===== config.mk =====
export PLATFORM = sky130hd
export DESIGN_NAME = sahp_host_port
export DESIGN_NICKNAME = d
export VERILOG_FILES = /design/src/hw/sahp_pkg.sv /design/src/hw/sahp_host_port.sv
export VERILOG_INCLUDE_DIRS = /design/src /design/src/hw
export SDC_FILE = /design/constraint.sdc
export NUM_CORES = 1
export LEC_CHECK = 0
export ABC_AREA = 1
export ABC_CLOCK_PERIOD_IN_PS = 3300
export BUFFER_PORTS_ARGS = -buffer_cell sky130_fd_sc_hd__buf_4
export CAP_MARGIN = 5
export CORE_AREA = 10 10 130 132
export DETAILED_ROUTE_END_ITERATION = 8
export DIE_AREA = 0 0 140 142
export PLACE_DENSITY_LB_ADDON = 0.15
export SYNTH_ARGS = -nofsm -noshare
export SYNTH_HDL_FRONTEND = slang
export SYNTH_SLANG_ARGS = --single-unit

===== constraint.sdc =====
create_clock -name clk -period 3.3 [get_ports clk]
set_input_delay 0.66 -clock clk [delete_from_list [all_inputs] [get_ports clk]]
set_output_delay 0.66 -clock clk [all_outputs]
set_load 0.03 [all_outputs]

===== src/hw/sahp_defs.svh =====
// constants for the sampling converter host port
`ifndef SAHP_DEFS_SVH
`define SAHP_DEFS_SVH

`define SAHP_RES_W 14
`define SAHP_CODE_W 4
`define SAHP_NUM_CH 4
`define SAHP_CLK_PERIOD_NS 5
`define SAHP_CHAN_TIME_NS 3000
`define SAHP_CHAN_CYCLES ((`SAHP_CHAN_TIME_NS) / (`SAHP_CLK_PERIOD_NS))
`define SAHP_TICK_W 10
`define SAHP_TICK_ZERO 10'h000
`define SAHP_TICK_LAST (10'(`SAHP_CHAN_CYCLES - 1))
`define SAHP_SEQ_W 12
`define SAHP_SEQ_ZERO 12'h000
`define SAHP_MODE_RESET 4'h0
`define SAHP_CH_FIRST 2'h0
`define SAHP_CH_LAST 2'h3
`define SAHP_CH_STEP 2'h1
`define SAHP_RES_ZERO 14'h0000

`endif


===== src/hw/sahp_pkg.sv =====
// types shared by the sampling converter host port
package sahp_pkg;

  // mode code as written on the shared lines, bit 3 down to bit 0
  typedef struct packed {
    logic power_down;
    logic bank_b;
    logic [1:0] chan_last;
  } sahp_mode_s;

  typedef enum logic [0:0] {
    SAHP_IDLE = 1'b0,
    SAHP_CONV = 1'b1
  } sahp_state_e;

  typedef logic [1:0] sahp_chan_t;

endpackage : sahp_pkg


===== src/hw/sahp_host_port.sv =====
// sequencer, result memory and parallel host port of the sampling converter
`include "sahp_defs.svh"

module sahp_host_port
  import sahp_pkg::*;
(
  input wire logic clk,
  input wire logic reset,
  input wire logic sample_start,
  input wire logic chip_select_n,
  input wire logic write_n,
  input wire logic read_n,
  input wire logic [`SAHP_RES_W-1:0] data_in,
  input wire logic [`SAHP_RES_W-1:0] conv_data,
  output logic [`SAHP_RES_W-1:0] data_out_q,
  output logic data_oe_q,
  output logic done_n_q,
  output logic hold_q,
  output logic bank_b_q,
  output logic [1:0] conv_chan_q,
  output logic power_down_q
);

  function automatic sahp_chan_t sahp_next(input sahp_chan_t cur, input sahp_chan_t last);
    sahp_chan_t nxt;
    nxt = (cur == last) ? `SAHP_CH_FIRST : 2'(cur + `SAHP_CH_STEP);
    return nxt;
  endfunction : sahp_next

  ////////////////////////////////////////////////////////////////////////////
  // strobe edges

  logic start_q;
  logic wr_act_q;
  logic rd_act_q;
  logic wr_act;
  logic rd_act;
  logic start_edge;
  logic wr_done;
  logic rd_fall;
  logic rd_rise;
  logic start_ok;
  logic chan_end;
  logic seq_end;

  sahp_state_e state_q;
  sahp_mode_s mode_q;
  logic [`SAHP_CODE_W-1:0] code_q;
  sahp_chan_t seq_last_q;
  sahp_chan_t rd_ptr_q;
  logic [`SAHP_TICK_W-1:0] tick_q;
  logic [`SAHP_SEQ_W-1:0] seq_cyc_q;
  logic [`SAHP_RES_W-1:0] mem_q [`SAHP_NUM_CH];

  // select high gates both strobes, so either rising ends an access
  assign wr_act = !chip_select_n && !write_n;
  assign rd_act = !chip_select_n && !read_n;
  assign start_edge = sample_start && !start_q;
  assign wr_done = wr_act_q && !wr_act;
  assign rd_fall = rd_act && !rd_act_q;
  assign rd_rise = rd_act_q && !rd_act;
  assign start_ok = start_edge && (state_q == SAHP_IDLE) && !mode_q.power_down;
  assign chan_end = (state_q == SAHP_CONV) && (tick_q == `SAHP_TICK_LAST);
  assign seq_end = chan_end && (conv_chan_q == seq_last_q);

  always_ff @(posedge clk or posedge reset)
  begin
    if (reset)
    begin
      start_q <= 1'b0;
      wr_act_q <= 1'b0;
      rd_act_q <= 1'b0;
    end
    else
    begin
      start_q <= sample_start;
      wr_act_q <= wr_act;
      rd_act_q <= rd_act;
    end
  end

  ////////////////////////////////////////////////////////////////////////////
  // mode programming

  // code is held from the last active cycle, so data may change as the strobe rises
  always_ff @(posedge clk or posedge reset)
  begin
    if (reset)
      code_q <= `SAHP_MODE_RESET;
    else if (wr_act)
      code_q <= data_in[`SAHP_CODE_W-1:0];
  end

  always_ff @(posedge clk or posedge reset)
  begin
    if (reset)
    begin
      mode_q <= sahp_mode_s'(`SAHP_MODE_RESET);
      power_down_q <= 1'b0;
    end
    else if (wr_done)
    begin
      mode_q <= sahp_mode_s'(code_q);
      power_down_q <= code_q[`SAHP_CODE_W-1];
    end
  end

  ////////////////////////////////////////////////////////////////////////////
  // conversion sequencer

  always_ff @(posedge clk or posedge reset)
  begin
    if (reset)
      state_q <= SAHP_IDLE;
    else
    begin
      case (state_q)
        SAHP_IDLE:
        begin
          if (start_ok)
            state_q <= SAHP_CONV;
        end
        SAHP_CONV:
        begin
          if (seq_end)
            state_q <= SAHP_IDLE;
        end
        default:
          state_q <= SAHP_IDLE;
      endcase
    end
  end

  // bank and count are frozen per sequence; a rewrite mid-sequence waits
  always_ff @(posedge clk or posedge reset)
  begin
    if (reset)
    begin
      seq_last_q <= `SAHP_CH_FIRST;
      bank_b_q <= 1'b0;
    end
    else if (start_ok)
    begin
      seq_last_q <= mode_q.chan_last;
      bank_b_q <= mode_q.bank_b;
    end
  end

  always_ff @(posedge clk or posedge reset)
  begin
    if (reset)
      tick_q <= `SAHP_TICK_ZERO;
    else if (start_ok || chan_end)
      tick_q <= `SAHP_TICK_ZERO;
    else if (state_q == SAHP_CONV)
      tick_q <= 10'(tick_q + 10'h001);
  end

  always_ff @(posedge clk or posedge reset)
  begin
    if (reset)
      conv_chan_q <= `SAHP_CH_FIRST;
    else if (start_ok)
      conv_chan_q <= `SAHP_CH_FIRST;
    else if (chan_end)
      conv_chan_q <= sahp_next(conv_chan_q, seq_last_q);
  end

  always_ff @(posedge clk or posedge reset)
  begin
    if (reset)
      hold_q <= 1'b0;
    else if (start_ok)
      hold_q <= 1'b1;
    else if (seq_end)
      hold_q <= 1'b0;
  end

  // converter output is settled on the last cycle of each channel slot
  always_ff @(posedge clk)
  begin
    if (chan_end)
      mem_q[conv_chan_q] <= conv_data;
  end

  // hardware end of sequence wins over a read in the same cycle
  always_ff @(posedge clk or posedge reset)
  begin
    if (reset)
      done_n_q <= 1'b1;
    else if (seq_end)
      done_n_q <= 1'b0;
    else if (rd_fall)
      done_n_q <= 1'b1;
  end

  ////////////////////////////////////////////////////////////////////////////
  // read port

  always_ff @(posedge clk or posedge reset)
  begin
    if (reset)
      rd_ptr_q <= `SAHP_CH_FIRST;
    else if (start_ok)
      rd_ptr_q <= `SAHP_CH_FIRST;
    else if (rd_rise)
      rd_ptr_q <= sahp_next(rd_ptr_q, seq_last_q);
  end

  // reads during a sequence return the stored results, new ones for channels already converted; no interlock
  always_ff @(posedge clk or posedge reset)
  begin
    if (reset)
    begin
      data_out_q <= `SAHP_RES_ZERO;
      data_oe_q <= 1'b0;
    end
    else
    begin
      data_oe_q <= rd_act;
      if (rd_act)
        data_out_q <= mem_q[rd_ptr_q];
    end
  end

  ////////////////////////////////////////////////////////////////////////////
  // checks

  always_ff @(posedge clk or posedge reset)
  begin
    if (reset)
      seq_cyc_q <= `SAHP_SEQ_ZERO;
    else if (start_ok)
      seq_cyc_q <= `SAHP_SEQ_ZERO;
    else if (state_q == SAHP_CONV)
      seq_cyc_q <= 12'(seq_cyc_q + 12'h001);
  end

  a_start_freeze: assert property (@(posedge clk) disable iff (reset)
    start_ok |=> hold_q && (state_q == SAHP_CONV) && (conv_chan_q == `SAHP_CH_FIRST))
    else $error("start edge did not freeze holds");

  a_done_falls: assert property (@(posedge clk) disable iff (reset)
    seq_end |=> !done_n_q && !hold_q ##1 !done_n_q || $past(rd_fall))
    else $error("completion output did not fall at sequence end");

  a_read_data: assert property (@(posedge clk) disable iff (reset)
    rd_act |=> data_oe_q && (data_out_q == $past(mem_q[rd_ptr_q])))
    else $error("read data does not match addressed result");

  a_bus_release: assert property (@(posedge clk) disable iff (reset)
    (chip_select_n && $past(chip_select_n)) |-> !data_oe_q)
    else $error("bus driven while deselected");

  a_mode_capture: assert property (@(posedge clk) disable iff (reset)
    wr_act ##1 !wr_act |=> (mode_q == sahp_mode_s'($past(data_in[`SAHP_CODE_W-1:0], 2))))
    else $error("mode code not captured on strobe release");

  a_ptr_wrap: assert property (@(posedge clk) disable iff (reset)
    (rd_rise && !start_ok && (rd_ptr_q == seq_last_q)) |=> (rd_ptr_q == `SAHP_CH_FIRST))
    else $error("read pointer did not wrap to first channel");

  a_done_rises: assert property (@(posedge clk) disable iff (reset)
    (!done_n_q && rd_fall && !seq_end) |=> done_n_q)
    else $error("completion output not returned high on read");

  a_seq_length: assert property (@(posedge clk) disable iff (reset)
    seq_end |-> (seq_cyc_q ==
      12'(({10'h000, seq_last_q} + 12'h001) * 12'(`SAHP_CHAN_CYCLES) - 12'h001)))
    else $error("sequence length wrong");

  a_start_ignored: assert property (@(posedge clk) disable iff (reset)
    ((state_q == SAHP_CONV) && !chan_end && start_edge) |=>
      (state_q == SAHP_CONV) && $stable(seq_last_q) && (tick_q != `SAHP_TICK_ZERO))
    else $error("start accepted during a sequence");

  c_four_chan: cover property (@(posedge clk) disable iff (reset)
    seq_end && (seq_last_q == `SAHP_CH_LAST));

  c_ptr_wrap: cover property (@(posedge clk) disable iff (reset)
    rd_rise && (rd_ptr_q == seq_last_q) && (seq_last_q != `SAHP_CH_FIRST));

  c_start_busy: cover property (@(posedge clk) disable iff (reset)
    (state_q == SAHP_CONV) && start_edge);

  c_power_down: cover property (@(posedge clk) disable iff (reset)
    start_edge && mode_q.power_down);

endmodule : sahp_host_port


# [Yosys cells after proc, flatten, opt, wreduce, memory -nomap -nowiden]
# Memories as Yosys holds them, arrays and structs flattened. A register that Yosys moved wholly into a read port is not among the register bits.
# Index checks and enable logic that the tools add are counted.
[totals] latch_bits=0 register_bits=31 romBits=0 ram_bits=56 mem_count=1
[classes] bitwise_logic=1 mux=17 eq_ne=3 addsub=3 multipliers=0 n_lt_le_gt_ge=0 div_mod_pow=0 reduce_logical=24 n_shift=0
[mem_list] memory="mem_q" words=4 word_bits=14 read_ports=1 rd_ports_with_merged_regs=1 write_ports=1 line_no="sahp_host_port.sv:53" source="logic [`SAHP_RES_W-1:0] mem_q [`SAHP_NUM_CH];"
[op_table] operator="$mux W10" n=2
[op_table] operator="$mux W2" n=6
[op_table] operator="$add A10 B1 Y10 const B" n=1
[op_table] operator="$eq A10 B10 Y1 const B" n=1
[op_table] operator="$logic_and A1 B1 Y1" n=10
[op_table] operator="$reduce_bool A2 Y1" n=5
[op_table] operator="$logic_not A1 Y1" n=8
[op_table] operator="$mux W1" n=8
[op_table] operator="$add A2 B1 Y2 const B" n=2
[op_table] operator="$eq A2 B2 Y1" n=2
[op_table] operator="$pmux W1 S2" n=1
[op_table] operator="$logic_or A1 B1 Y1" n=1
[op_table] operator="$not A1 Y1" n=1

# [Longest topological paths before layout]
# Gate-level depths: netlist (run 1).
[depth] ltp_word=6 depth_mapped=8 ltp_nobuf=7

# [Worst setup path after synthesis (run 1)]
# No wires, ideal clock.
[synth_timing] path_type="register to register" start="register tick_q[0]" end="memory mem_q[0][0] (netlist name) (enable)" path_stages_with_launch=6 n_path_buf=0 path_slack_ns=1.347 required_time_ns=2.915 setup_ns=0.385 arrival_ns=1.568 path_cell_list="dfrtp_1 -> ha_1 -> nand4_1 -> nor2_2 -> inv_1 -> nor2_1"
[synth_between] elab_chain_cells=4
[synth_rtl] element="from (decl)" line_no="sahp_host_port.sv:51" source="logic [`SAHP_TICK_W-1:0] tick_q;"
[synth_rtl] element="from (signal assigned)" line_no="sahp_host_port.sv:152" source="tick_q <= `SAHP_TICK_ZERO;"
[synth_rtl] element="from (signal assigned)" line_no="sahp_host_port.sv:154" source="tick_q <= `SAHP_TICK_ZERO;"
[synth_rtl] element="from (signal assigned)" line_no="sahp_host_port.sv:156" source="tick_q <= 10'(tick_q + 10'h001);"
[synth_rtl] element="$eq A10 B10 Y1 (no line)"
[synth_rtl] element="$logic_and A1 B1 Y1" line_no="sahp_host_port.sv:63" source="assign chan_end = (state_q == SAHP_CONV) && (tick_q == `SAHP_TICK_LAST);"
[synth_rtl] element="$mux W1" line_no="sahp_host_port.sv:182" source="if (chan_end)"
[synth_rtl] element="$mux W1 (implied by the code)" line_no="sahp_host_port.sv:183" source="mem_q[conv_chan_q] <= conv_data;"
[synth_rtl] element="to (decl)" line_no="sahp_host_port.sv:53"
# Every way passes these cells.

# [Worst setup path after layout (run 1)]
[layout_timing] start="register tick_q[0]" end="memory mem_q[3][6] (netlist name) (enable)"
# Same word-level chain as after synthesis.

==> impl_metrics.env, run 1 <==
export IMPL_status="completed"
export IMPL_die_h_um=142
export IMPL_worstSetupPathType="flop to flop"
export IMPL_syn_inst=414
export IMPL_synth_edf_count=56
export IMPL_rows=44
export IMPL_muxShareOfSynthArea_pct=0
export IMPL_cts_max_path_buffers=2
export IMPL_place_ws_ns=1.22
export IMPL_cts_htree_levels=3
export IMPL_wl_per_cell_um=13.8
export IMPL_synthSimpleGateAreaFrac_pct=18.7
export IMPL_synth_compound_area_share_pct=7.12
export IMPL_core_um2=14300
export IMPL_gp_congestion=0.802
export IMPL_grt_pass1_vias=2907
export IMPL_period_needed_ns=1.81
export IMPL_yosys_area_top_type="edfxtp_1"
export IMPL_grt_max_degree=46
export IMPL_synth_warnings=0
export IMPL_clock_sinks=101
export IMPL_num_nets_final=499
export IMPL_maxCapViolations=0
export IMPL_cts_clk_slew_worst_paths_ns=0.07
export IMPL_die_area_um2=19900
export IMPL_drive_above_1_share_pct=15.9
export IMPL_vias=2844
export IMPL_r2r_start="tick_q[0]"
export IMPL_fmax_mhz=554
export IMPL_cp_required_ns=3.32
export IMPL_slew_violations=0
export IMPL_hold_start="sample_start"
export IMPL_drt_pass1_iter_count=4
export IMPL_ys_seq_area_share_pct=66.6
export IMPL_nFillCells=1500
export IMPL_netlist_area_um2=4220
export IMPL_grt_overflow=0
export IMPL_end_kind="flop"
export IMPL_synth_fa_ha_area_share_pct=1.48
export IMPL_yosys_cell_types_count=24
export IMPL_cts_setup_buffers=0
export IMPL_power_density_nw_per_um2=663
export IMPL_synth_avg_cell_area_um2=10.2
export IMPL_synthTopCellsByArea="edfxtp_1 (40%), dfrtp_1 (26%), nand2_1 (8.8%), nor2_1 (6.8%), o21ai_0 (3.2%)"
export IMPL_initial_core_util_pct=29.5
export IMPL_antenna_left=0
export IMPL_worst_hold_path_type="input pin to flop"
export IMPL_synth_top_area_share_pct=39.8
export IMPL_critPathArrivalTime_ns=1.83
export IMPL_drc=0
export IMPL_boundaryPins=55
export IMPL_cts_hold_buf=0
export IMPL_track_usage_pct=9.23
export IMPL_cts_resized=0
export IMPL_startpoint_type="flop"
export IMPL_grt_pass1_wl_um=14700
export IMPL_yosys_register_bits=101
export IMPL_clock_latency_ns=0.34
export IMPL_synth_xor_area_share_pct=1.25
export IMPL_critPathLaunch="tick_q[0]"
export IMPL_io_buffers=44
export IMPL_synthFlopType="edfxtp_1"
export IMPL_slew_limit_headroom_pct=32.5
export IMPL_root_buffer="clkbuf_16"
export IMPL_n_antenna_cell=0
export IMPL_hold_worst_slack_ns=0.434
export IMPL_post_synth_top_count_cell="nand2_1"
export IMPL_cts_buffers=9
export IMPL_syn_to_final_growth_pct=18.8
export IMPL_leakage_nw=2.13
export IMPL_tightest_slew_ns=1.01
export IMPL_wl_um=8980
export IMPL_crit_fanout=14
export IMPL_dpl_hpwl_um=5840
export IMPL_irDropWorstVdd_mv=0.235
export IMPL_hold_viol=0
export IMPL_cts_tree="yes"
export IMPL_setup_viol_count_final=0
export IMPL_syn_nets=453
export IMPL_viasPerCell=4.38
export IMPL_finClkSkew_ns=0.0137
export IMPL_fin_crit_sh_pct=54.7
export IMPL_dieWidth_um=140
export IMPL_setup_tns_final_ns=0
export IMPL_grt_antenna_before_repair=0
export IMPL_yosys_top_cells_count="nand2_1 (99), nor2_1 (76), edfxtp_1 (56), dfrtp_1 (44), inv_1 (29)"
export IMPL_drtIter0Drc=178
export IMPL_rsz0062_at_grt="no"
export IMPL_setup_slack_ns=1.49
export IMPL_synth_top_family_by_area="simple AND/OR/NAND/NOR gates"
export IMPL_synthArstFlopShare_pct=44.6
==> layout by cell type (no fill, tap or decap), types with 7 or more instances in the layout <==
master	count
a21oi_1	7
nor2_1	76
edfxtp_1	56
nand3_1	11
o21ai_1	26
nand2_1	99
o21ai_0	27
buf_4	49
dfrtp_1	44
inv_1	28
clkbuf_16	9
==> worst max-delay path, stage by stage (launching register included) <==
cell,delay (ns)
dfrtp_1,0.40
ha_1,0.24
nand4_1,0.16
nor2_2,0.21
inv_1,0.10
nor2_1,0.11
buf_4,0.27
==> layer usage <==
metal | vias up | part of all wire (%) | GRT usage [%]
met5 | - | 0 | 0
met4 | 0 | 1.3 | 3.80
met3 | 7 | 3.2 | 2.20
met2 | 41 | 49 | 15.6
met1 | 1352 | 46 | 11.1
li1 | 1444 | - | -
==> cell type report <==
class / count / area, um^2 / area share [%]
Clock inverter: 6 / 53.8 / 1.07
Timing Repair Buffer: 49 / 368 / 7.34
Inverter: 32 / 120 / 2.40
Clock buffer: 10 / 229 / 4.57
Tap cell: 184 / 230 / 4.59
Sequential cell: 101 / 2810 / 56.0
Multi-Input combinational cell: 267 / 1200 / 24.0
==> final timing paths <==
check	end	slack, ns	depth (start not counted)
setup / recovery	mem_q[3][6]	1.49	6
hold / removal	start_q	0.43	1
setup reg to reg	mem_q[3][6]	1.49	6
hold reg to reg	hold_q	0.48	2
max in group asynchronous	mode_q[1]	2.10	2
min in group asynchronous	tick_q[3]	0.56	2
==> state kept, by name, indices dropped and copies added, names as in the netlist <==
signal,flops
data_oe_q,1
conv_chan_q,2
mode_q,4
hold_q,1
state_q,1
done_n_q,1
start_q,1
mem_q,56
rd_ptr_q,2
seq_last_q,2
data_out_q,14
wr_act_q,1
tick_q,10
code_q,4
bank_b_q,1
==> power breakdown <==
part           internal, W  switching (W)  leakage, nW  total, W
sequential         0.00143      0.0000827         1.05   0.00152
combinational     0.000282       0.000518        0.940  0.000800
clock             0.000527       0.000483        0.136   0.00101
==> per-stage QoR <==
| stage | cells | power, W | cell area, um^2 | util, % |
|---|---|---|---|---|
| 3_5_place_dp | 633 | 0.00236 | 4730 | 33.1 |
| 2_1_floorplan | 414 | 0.00213 | 4220 | - |
| 4_1_cts | 649 | 0.00338 | 5010 | 35.0 |
| 6_report | 649 | 0.00333 | 5010 | 35.0 |
| 5_1_grt | 649 | 0.00354 | 5010 | 35.0 |
| 3_3_place_gp | 633 | 0.00235 | 4730 | 33.1 |
==> cells by family after synthesis <==
| family | count (synthesis) |
|---|---|
| flip-flops | 101 |
| XOR/XNOR | 6 |
| buffers and inverters | 46 |
| AND/OR/NAND/NOR | 196 |
| AO/OA/AOI/OAI | 60 |
| adder cells (fa/ha/maj) | 5 |
No activity file was read; power rests on OpenSTA's default activity.
==> run 2: changes to the inputs <==
--- a/config.mk
+++ b/config.mk
@@ -7,7 +7,7 @@
 export NUM_CORES = 1
 export LEC_CHECK = 0
 export ABC_AREA = 1
-export ABC_CLOCK_PERIOD_IN_PS = 3300
+export ABC_CLOCK_PERIOD_IN_PS = 1500
 export BUFFER_PORTS_ARGS = -buffer_cell sky130_fd_sc_hd__buf_4
 export CAP_MARGIN = 5
 export CORE_AREA = 10 10 130 132
==> constraint.sdc (replaced) <==
create_clock -name clk -period 1.5 [get_ports clk]
set_input_delay 0.3 -clock clk [delete_from_list [all_inputs] [get_ports clk]]
set_output_delay 0.3 -clock clk [all_outputs]
set_load 0.03 [all_outputs]
==> run 2 against run 1 <==
The run now ends with setup timing left. Via count rose by 4.7%. Worst hold slack worse by 0.36 ns. Wire length grew 4.8%. Sequential cell count is the same. Combinational power grew 150%. Utilization grew 2.4 points. Critical path depth stayed put.
==> impl_metrics.env, run 2 (synthesis results as in run 1) <==
export IMPL_wl_met3_um=505
export IMPL_cts_tree="yes"
export IMPL_io_buffers=44
export IMPL_core_um2=14300
export IMPL_finClkSkew_ns=0.0110
export IMPL_grt_antenna_before_repair=0
export IMPL_track_usage_pct=9.72
export IMPL_dpl_hpwl_um=6580
export IMPL_n_antenna_cell=0
export IMPL_boundaryPins=55
export IMPL_met1_length_um=4220
export IMPL_layout_commonest_cell="nand2_1"
export IMPL_grt_pass1_wl_um=15400
export IMPL_clock_sinks=101
export IMPL_final_cells=678
export IMPL_tightest_slew_ns=0.467
export IMPL_cts_buffers=9
export IMPL_rsz0062_at_grt="yes"
export IMPL_vias=2977
export IMPL_setup_viol_count_final=56
export IMPL_fin_crit_sh_pct=103
export IMPL_drc=0
export IMPL_setup_slack_ns=-0.0411
export IMPL_gp_congestion=0.752
export IMPL_leakage_nw=2.29
export IMPL_maxCapViolations=0
export IMPL_initial_core_util_pct=29.5
export IMPL_power_density_nw_per_um2=1390
export IMPL_cts_clk_slew_worst_paths_ns=0.06
export IMPL_final_cell_mix="nand2_1 (99), nor2_1 (70), buf_4 (70)"
export IMPL_place_ws_ns=-0.0544
export IMPL_violations="setup timing"
export IMPL_num_nets_final=528
export IMPL_critPathArrivalTime_ns=1.59
export IMPL_status="finished with violations"
export IMPL_cts_htree_levels=3
export IMPL_cp_required_ns=1.55
export IMPL_grt_max_degree=29
export IMPL_syn_to_final_growth_pct=26.9
export IMPL_die_h_um=142
export IMPL_irDropWorstVdd_mv=0.506
export IMPL_place_area_um2=5060
export IMPL_fmax_mhz=649
export IMPL_finalInstanceArea_um2=5360
export IMPL_power_w=0.00743
export IMPL_hold_viol=0
export IMPL_clock_latency_ns=0.35
export IMPL_period_needed_ns=1.54
export IMPL_worstSetupPathType="flop to flop"
export IMPL_routed_top_layer="met4"
export IMPL_end_kind="flop"
export IMPL_place_inst=661
export IMPL_slew_violations=0
export IMPL_largest_register="mem_q"
export IMPL_drt_pass1_iter_count=4
export IMPL_slew_limit_headroom_pct=68.7
export IMPL_root_buffer="clkbuf_16"
export IMPL_largestRegisters="mem_q x56, data_out_q x14, tick_q x10"
export IMPL_grt_overflow=0
export IMPL_rows=44
export IMPL_nFillCells=1463
export IMPL_setup_tns_final_ns=-1.14
export IMPL_worst_hold_path_type="input pin to flop"
export IMPL_wl_um=9410
export IMPL_drtIter0Drc=155
export IMPL_dieWidth_um=140
export IMPL_viasPerCell=4.39
export IMPL_cts_max_path_buffers=2
export IMPL_grt_pass1_vias=3001
export IMPL_crit_fanout=14
export IMPL_wl_per_cell_um=13.9
export IMPL_cts_setup_buffers=0
export IMPL_largest_register_ffs=56
export IMPL_die_area_um2=19900
export IMPL_wl_met2_um=4570
export IMPL_antenna_left=0
export IMPL_startpoint_type="flop"
export IMPL_drive_above_1_share_pct=22.3
==> run 2: final timing paths <==
| path | from | end | slack [ns] | cells after the start |
|---|---|---|---|---|
| setup / recovery | tick_q[0] | mem_q[0][2] | -0.04 | 6 |
| hold / removal | sample_start | start_q | 0.08 | 1 |
| setup reg to reg | tick_q[0] | mem_q[0][2] | -0.04 | 6 |
| hold reg to reg | data_out_q[8] | data_out_q[8] | 0.49 | 2 |
| max in group asynchronous | reset | done_n_q | 0.68 | 4 |
| min in group asynchronous | reset | data_out_q[8] | 0.55 | 4 |
==> run 2: metrics by stage <==
stage / hold slack, ns / utilization, %
after floorplan: 0.331 / -
after global routing: 0.0627 / 37.4
after detailed placement: 0.357 / 35.4
after CTS: 0.0646 / 37.4
final: 0.0766 / 37.4
after global placement: 0.356 / 35.4
==> run 2: critical path, cell delays in order, from the launching register on <==
cell and delay, ns:
dfrtp_1 0.36, ha_2 0.18, nand4_1 0.14, nor2_2 0.16, inv_2 0.11, nor2_4 0.13
buf_12 0.16
==> run 2: final cells by class <==
cell class,count,area [um^2],share of cell area (%)
clock buffers,10,229,4.27
repair buffers,78,676,12.6
flip-flops and latches,101,2810,52.4
well taps,184,230,4.30
inverters,32,120,2.24
multi-input cells,267,1250,23.3
clock inverters,6,46.3,0.864
==> run 2: repair_timing <==
action | in CTS | in global routing
endpoints found under the setup margin | 56 | 66
hold endpoints to repair | 17 | 0
hold buffers | 1 | 0
resized for setup | 0 | 2
==> run 2: layer usage <==
| layer | up-vias | global-route usage, % |
|---|---|---|
| met5 | - | 0 |
| met4 | 0 | 3.42 |
| met3 | 12 | 3.34 |
| met2 | 51 | 16.1 |
| met1 | 1416 | 11.5 |
| li1 | 1498 | - |
==> run 2: power by group <==
part | internal [W] | switching [W] | total [W]
Combinational | 0.000753 | 0.00123 | 0.00199
Sequential | 0.00316 | 0.000136 | 0.00329
Clock | 0.00114 | 0.00102 | 0.00215
Total | 0.00505 | 0.00239 | 0.00743
==> run 3: changes to the inputs <==
--- a/config.mk
+++ b/config.mk
@@ -13,7 +13,9 @@
 export CORE_AREA = 10 10 130 132
 export DETAILED_ROUTE_END_ITERATION = 8
 export DIE_AREA = 0 0 140 142
+export MAX_ROUTING_LAYER = met4
 export PLACE_DENSITY_LB_ADDON = 0.15
+export SKIP_CTS_REPAIR_TIMING = 1
 export SYNTH_ARGS = -nofsm -noshare
 export SYNTH_HDL_FRONTEND = slang
 export SYNTH_SLANG_ARGS = --single-unit
==> run 3 against run 2 <==
The run still ends with setup timing left. Worst hold slack gained 0.0013 ns. Via count shrank 0.81%. Combinational power is essentially flat. Clock skew grew 0.00057 ns. Wire length is essentially flat. Sequential cell count is the same. Sequential power is essentially flat. Utilization is the same. Critical path type unchanged. Total power is essentially flat. Sequential share of layout area is the same.
==> impl_metrics.env, run 3 (synthesis results as in run 1) <==
export IMPL_n_antenna_cell=0
export IMPL_initial_core_util_pct=29.5
export IMPL_violations="setup timing"
export IMPL_die_h_um=142
export IMPL_clock_sinks=101
export IMPL_boundaryPins=55
export IMPL_vias=2953
export IMPL_gp_congestion=0.762
export IMPL_grt_overflow=0
export IMPL_cts_tree="yes"
export IMPL_end_kind="flop"
export IMPL_crit_fanout=14
export IMPL_setup_slack_ns=-0.0412
export IMPL_cp_required_ns=1.55
export IMPL_finClkSkew_ns=0.0115
export IMPL_largestRegisters="mem_q x56, data_out_q x14, tick_q x10"
export IMPL_leakage_nw=2.29
export IMPL_slew_violations=0
export IMPL_core_um2=14300
export IMPL_period_needed_ns=1.54
export IMPL_critPathArrivalTime_ns=1.59
export IMPL_tightest_slew_ns=0.466
export IMPL_wl_um=9420
export IMPL_grt_pass1_wl_um=15400
export IMPL_layout_commonest_cell="nand2_1"
export IMPL_die_area_um2=19900
export IMPL_root_buffer="clkbuf_16"
export IMPL_grt_pass1_vias=2995
export IMPL_timing_critical_path_cells="ha_2, nand4_1, nor2_2, inv_2, nor2_4, buf_12"
export IMPL_antenna_left=0
export IMPL_worst_hold_path_type="input pin to flop"
export IMPL_hold_depth=1
export IMPL_drive_above_1_share_pct=22.3
export IMPL_dpl_hpwl_um=6580
export IMPL_largest_register_ffs=56
export IMPL_worstSetupPathType="flop to flop"
export IMPL_r2r_start="tick_q[0]"
export IMPL_nFillCells=1463
export IMPL_syn_to_final_growth_pct=26.9
export IMPL_r2r_slack_ns=-0.04
export IMPL_wl_per_cell_um=13.9
export IMPL_cts_clk_slew_worst_paths_ns=0.06
export IMPL_final_core_util_pct=37.4
export IMPL_status="finished with violations"
export IMPL_rows=44
export IMPL_power_density_nw_per_um2=1390
export IMPL_track_usage_pct=10.0
export IMPL_io_buffers=44
export IMPL_hold_start="sample_start"
export IMPL_grt_antenna_before_repair=0
export IMPL_rsz0062_at_grt="yes"
export IMPL_cts_buffers=9
export IMPL_fin_crit_sh_pct=103
export IMPL_power_w=0.00743
export IMPL_hold_viol=0
export IMPL_dieWidth_um=140
export IMPL_irDropWorstVdd_mv=0.506
export IMPL_final_cell_mix="nand2_1 (99), nor2_1 (70), buf_4 (70)"
export IMPL_hold_worst_slack_ns=0.0780
export IMPL_place_ws_ns=-0.0544
export IMPL_num_nets_final=528
export IMPL_maxCapViolations=0
export IMPL_setup_viol_count_final=56
export IMPL_worst_path_largest_cell_delay_ns=0.36
export IMPL_grt_max_degree=29
export IMPL_reg2reg_to="mem_q[0][6]"
export IMPL_cts_max_path_buffers=2
export IMPL_crit_slowest_cell="dfrtp_1"
export IMPL_largest_register="mem_q"
export IMPL_reg2reg_depth=6
export IMPL_min_to="start_q"
export IMPL_clock_latency_ns=0.35
export IMPL_drt_pass1_iter_count=4
export IMPL_startpoint_type="flop"
export IMPL_viasPerCell=4.36
export IMPL_slew_limit_headroom_pct=68.7
export IMPL_cts_htree_levels=3
export IMPL_fmax_mhz=649
export IMPL_drc=0
export IMPL_drtIter0Drc=129
run 3: cell counts in the layout (fill, tap and decap cells not counted):
No cell type changed its count.
run 3: layout make-up:
class,count,area (um^2),area share (%)
Clock inverter,6,46.3,0.864
Tap cell,184,230,4.30
Timing Repair Buffer,78,676,12.6
Sequential cell,101,2810,52.4
Inverter,32,120,2.24
Clock buffer,10,229,4.27
Multi-Input combinational cell,267,1250,23.3
run 3: where the power goes:
part           switching (W)  leakage, nW  internal (W)  total [W]
registers           0.000136         1.05       0.00316    0.00329
logic                0.00123         1.11      0.000753    0.00199
clock network        0.00102        0.129       0.00114    0.00215
run 3: per-layer routing:
layer	GRT usage (%)	vias to the layer above	wire length (um)
li1	-	1498	-
met1	11.8	1401	4340
met2	16.1	45	4570
met3	3.10	9	394
met4	3.10	0	110
met5	-	-	0
run 3: metrics by stage:
stage | setup TNS, ns | cell area, um^2 | cells
after CTS | -2.42 | 5340 | 677
after floorplan | -2.80 | 4260 | 414
after detailed placement | -1.92 | 5060 | 661
final | -1.06 | 5360 | 678
after global routing | -5.81 | 5360 | 678
after global placement | -0.300 | 5060 | 661
run 3: worst max-delay path: cells and delay by family, from the launching register on:
family | cells | cell delay [ns]
and+or+nand+nor | 3 | 0.43
DFF | 1 | 0.36
buffers and inverters | 2 | 0.27
adders and majority gates | 1 | 0.18
run 3: worst max-delay path by stage:
stage                         start          end  slack (ns)  cells after the start
after global routing      tick_q[1]  mem_q[0][6]       -0.13                      6
after global placement    tick_q[1]  mem_q[0][9]       -0.02                      6
after detailed placement  tick_q[1]  mem_q[0][7]       -0.05                      6
after floorplan           tick_q[0]  mem_q[0][0]       -0.07                      5
final                     tick_q[0]  mem_q[0][6]       -0.04                      6
after CTS                 tick_q[0]  mem_q[0][6]       -0.07                      6
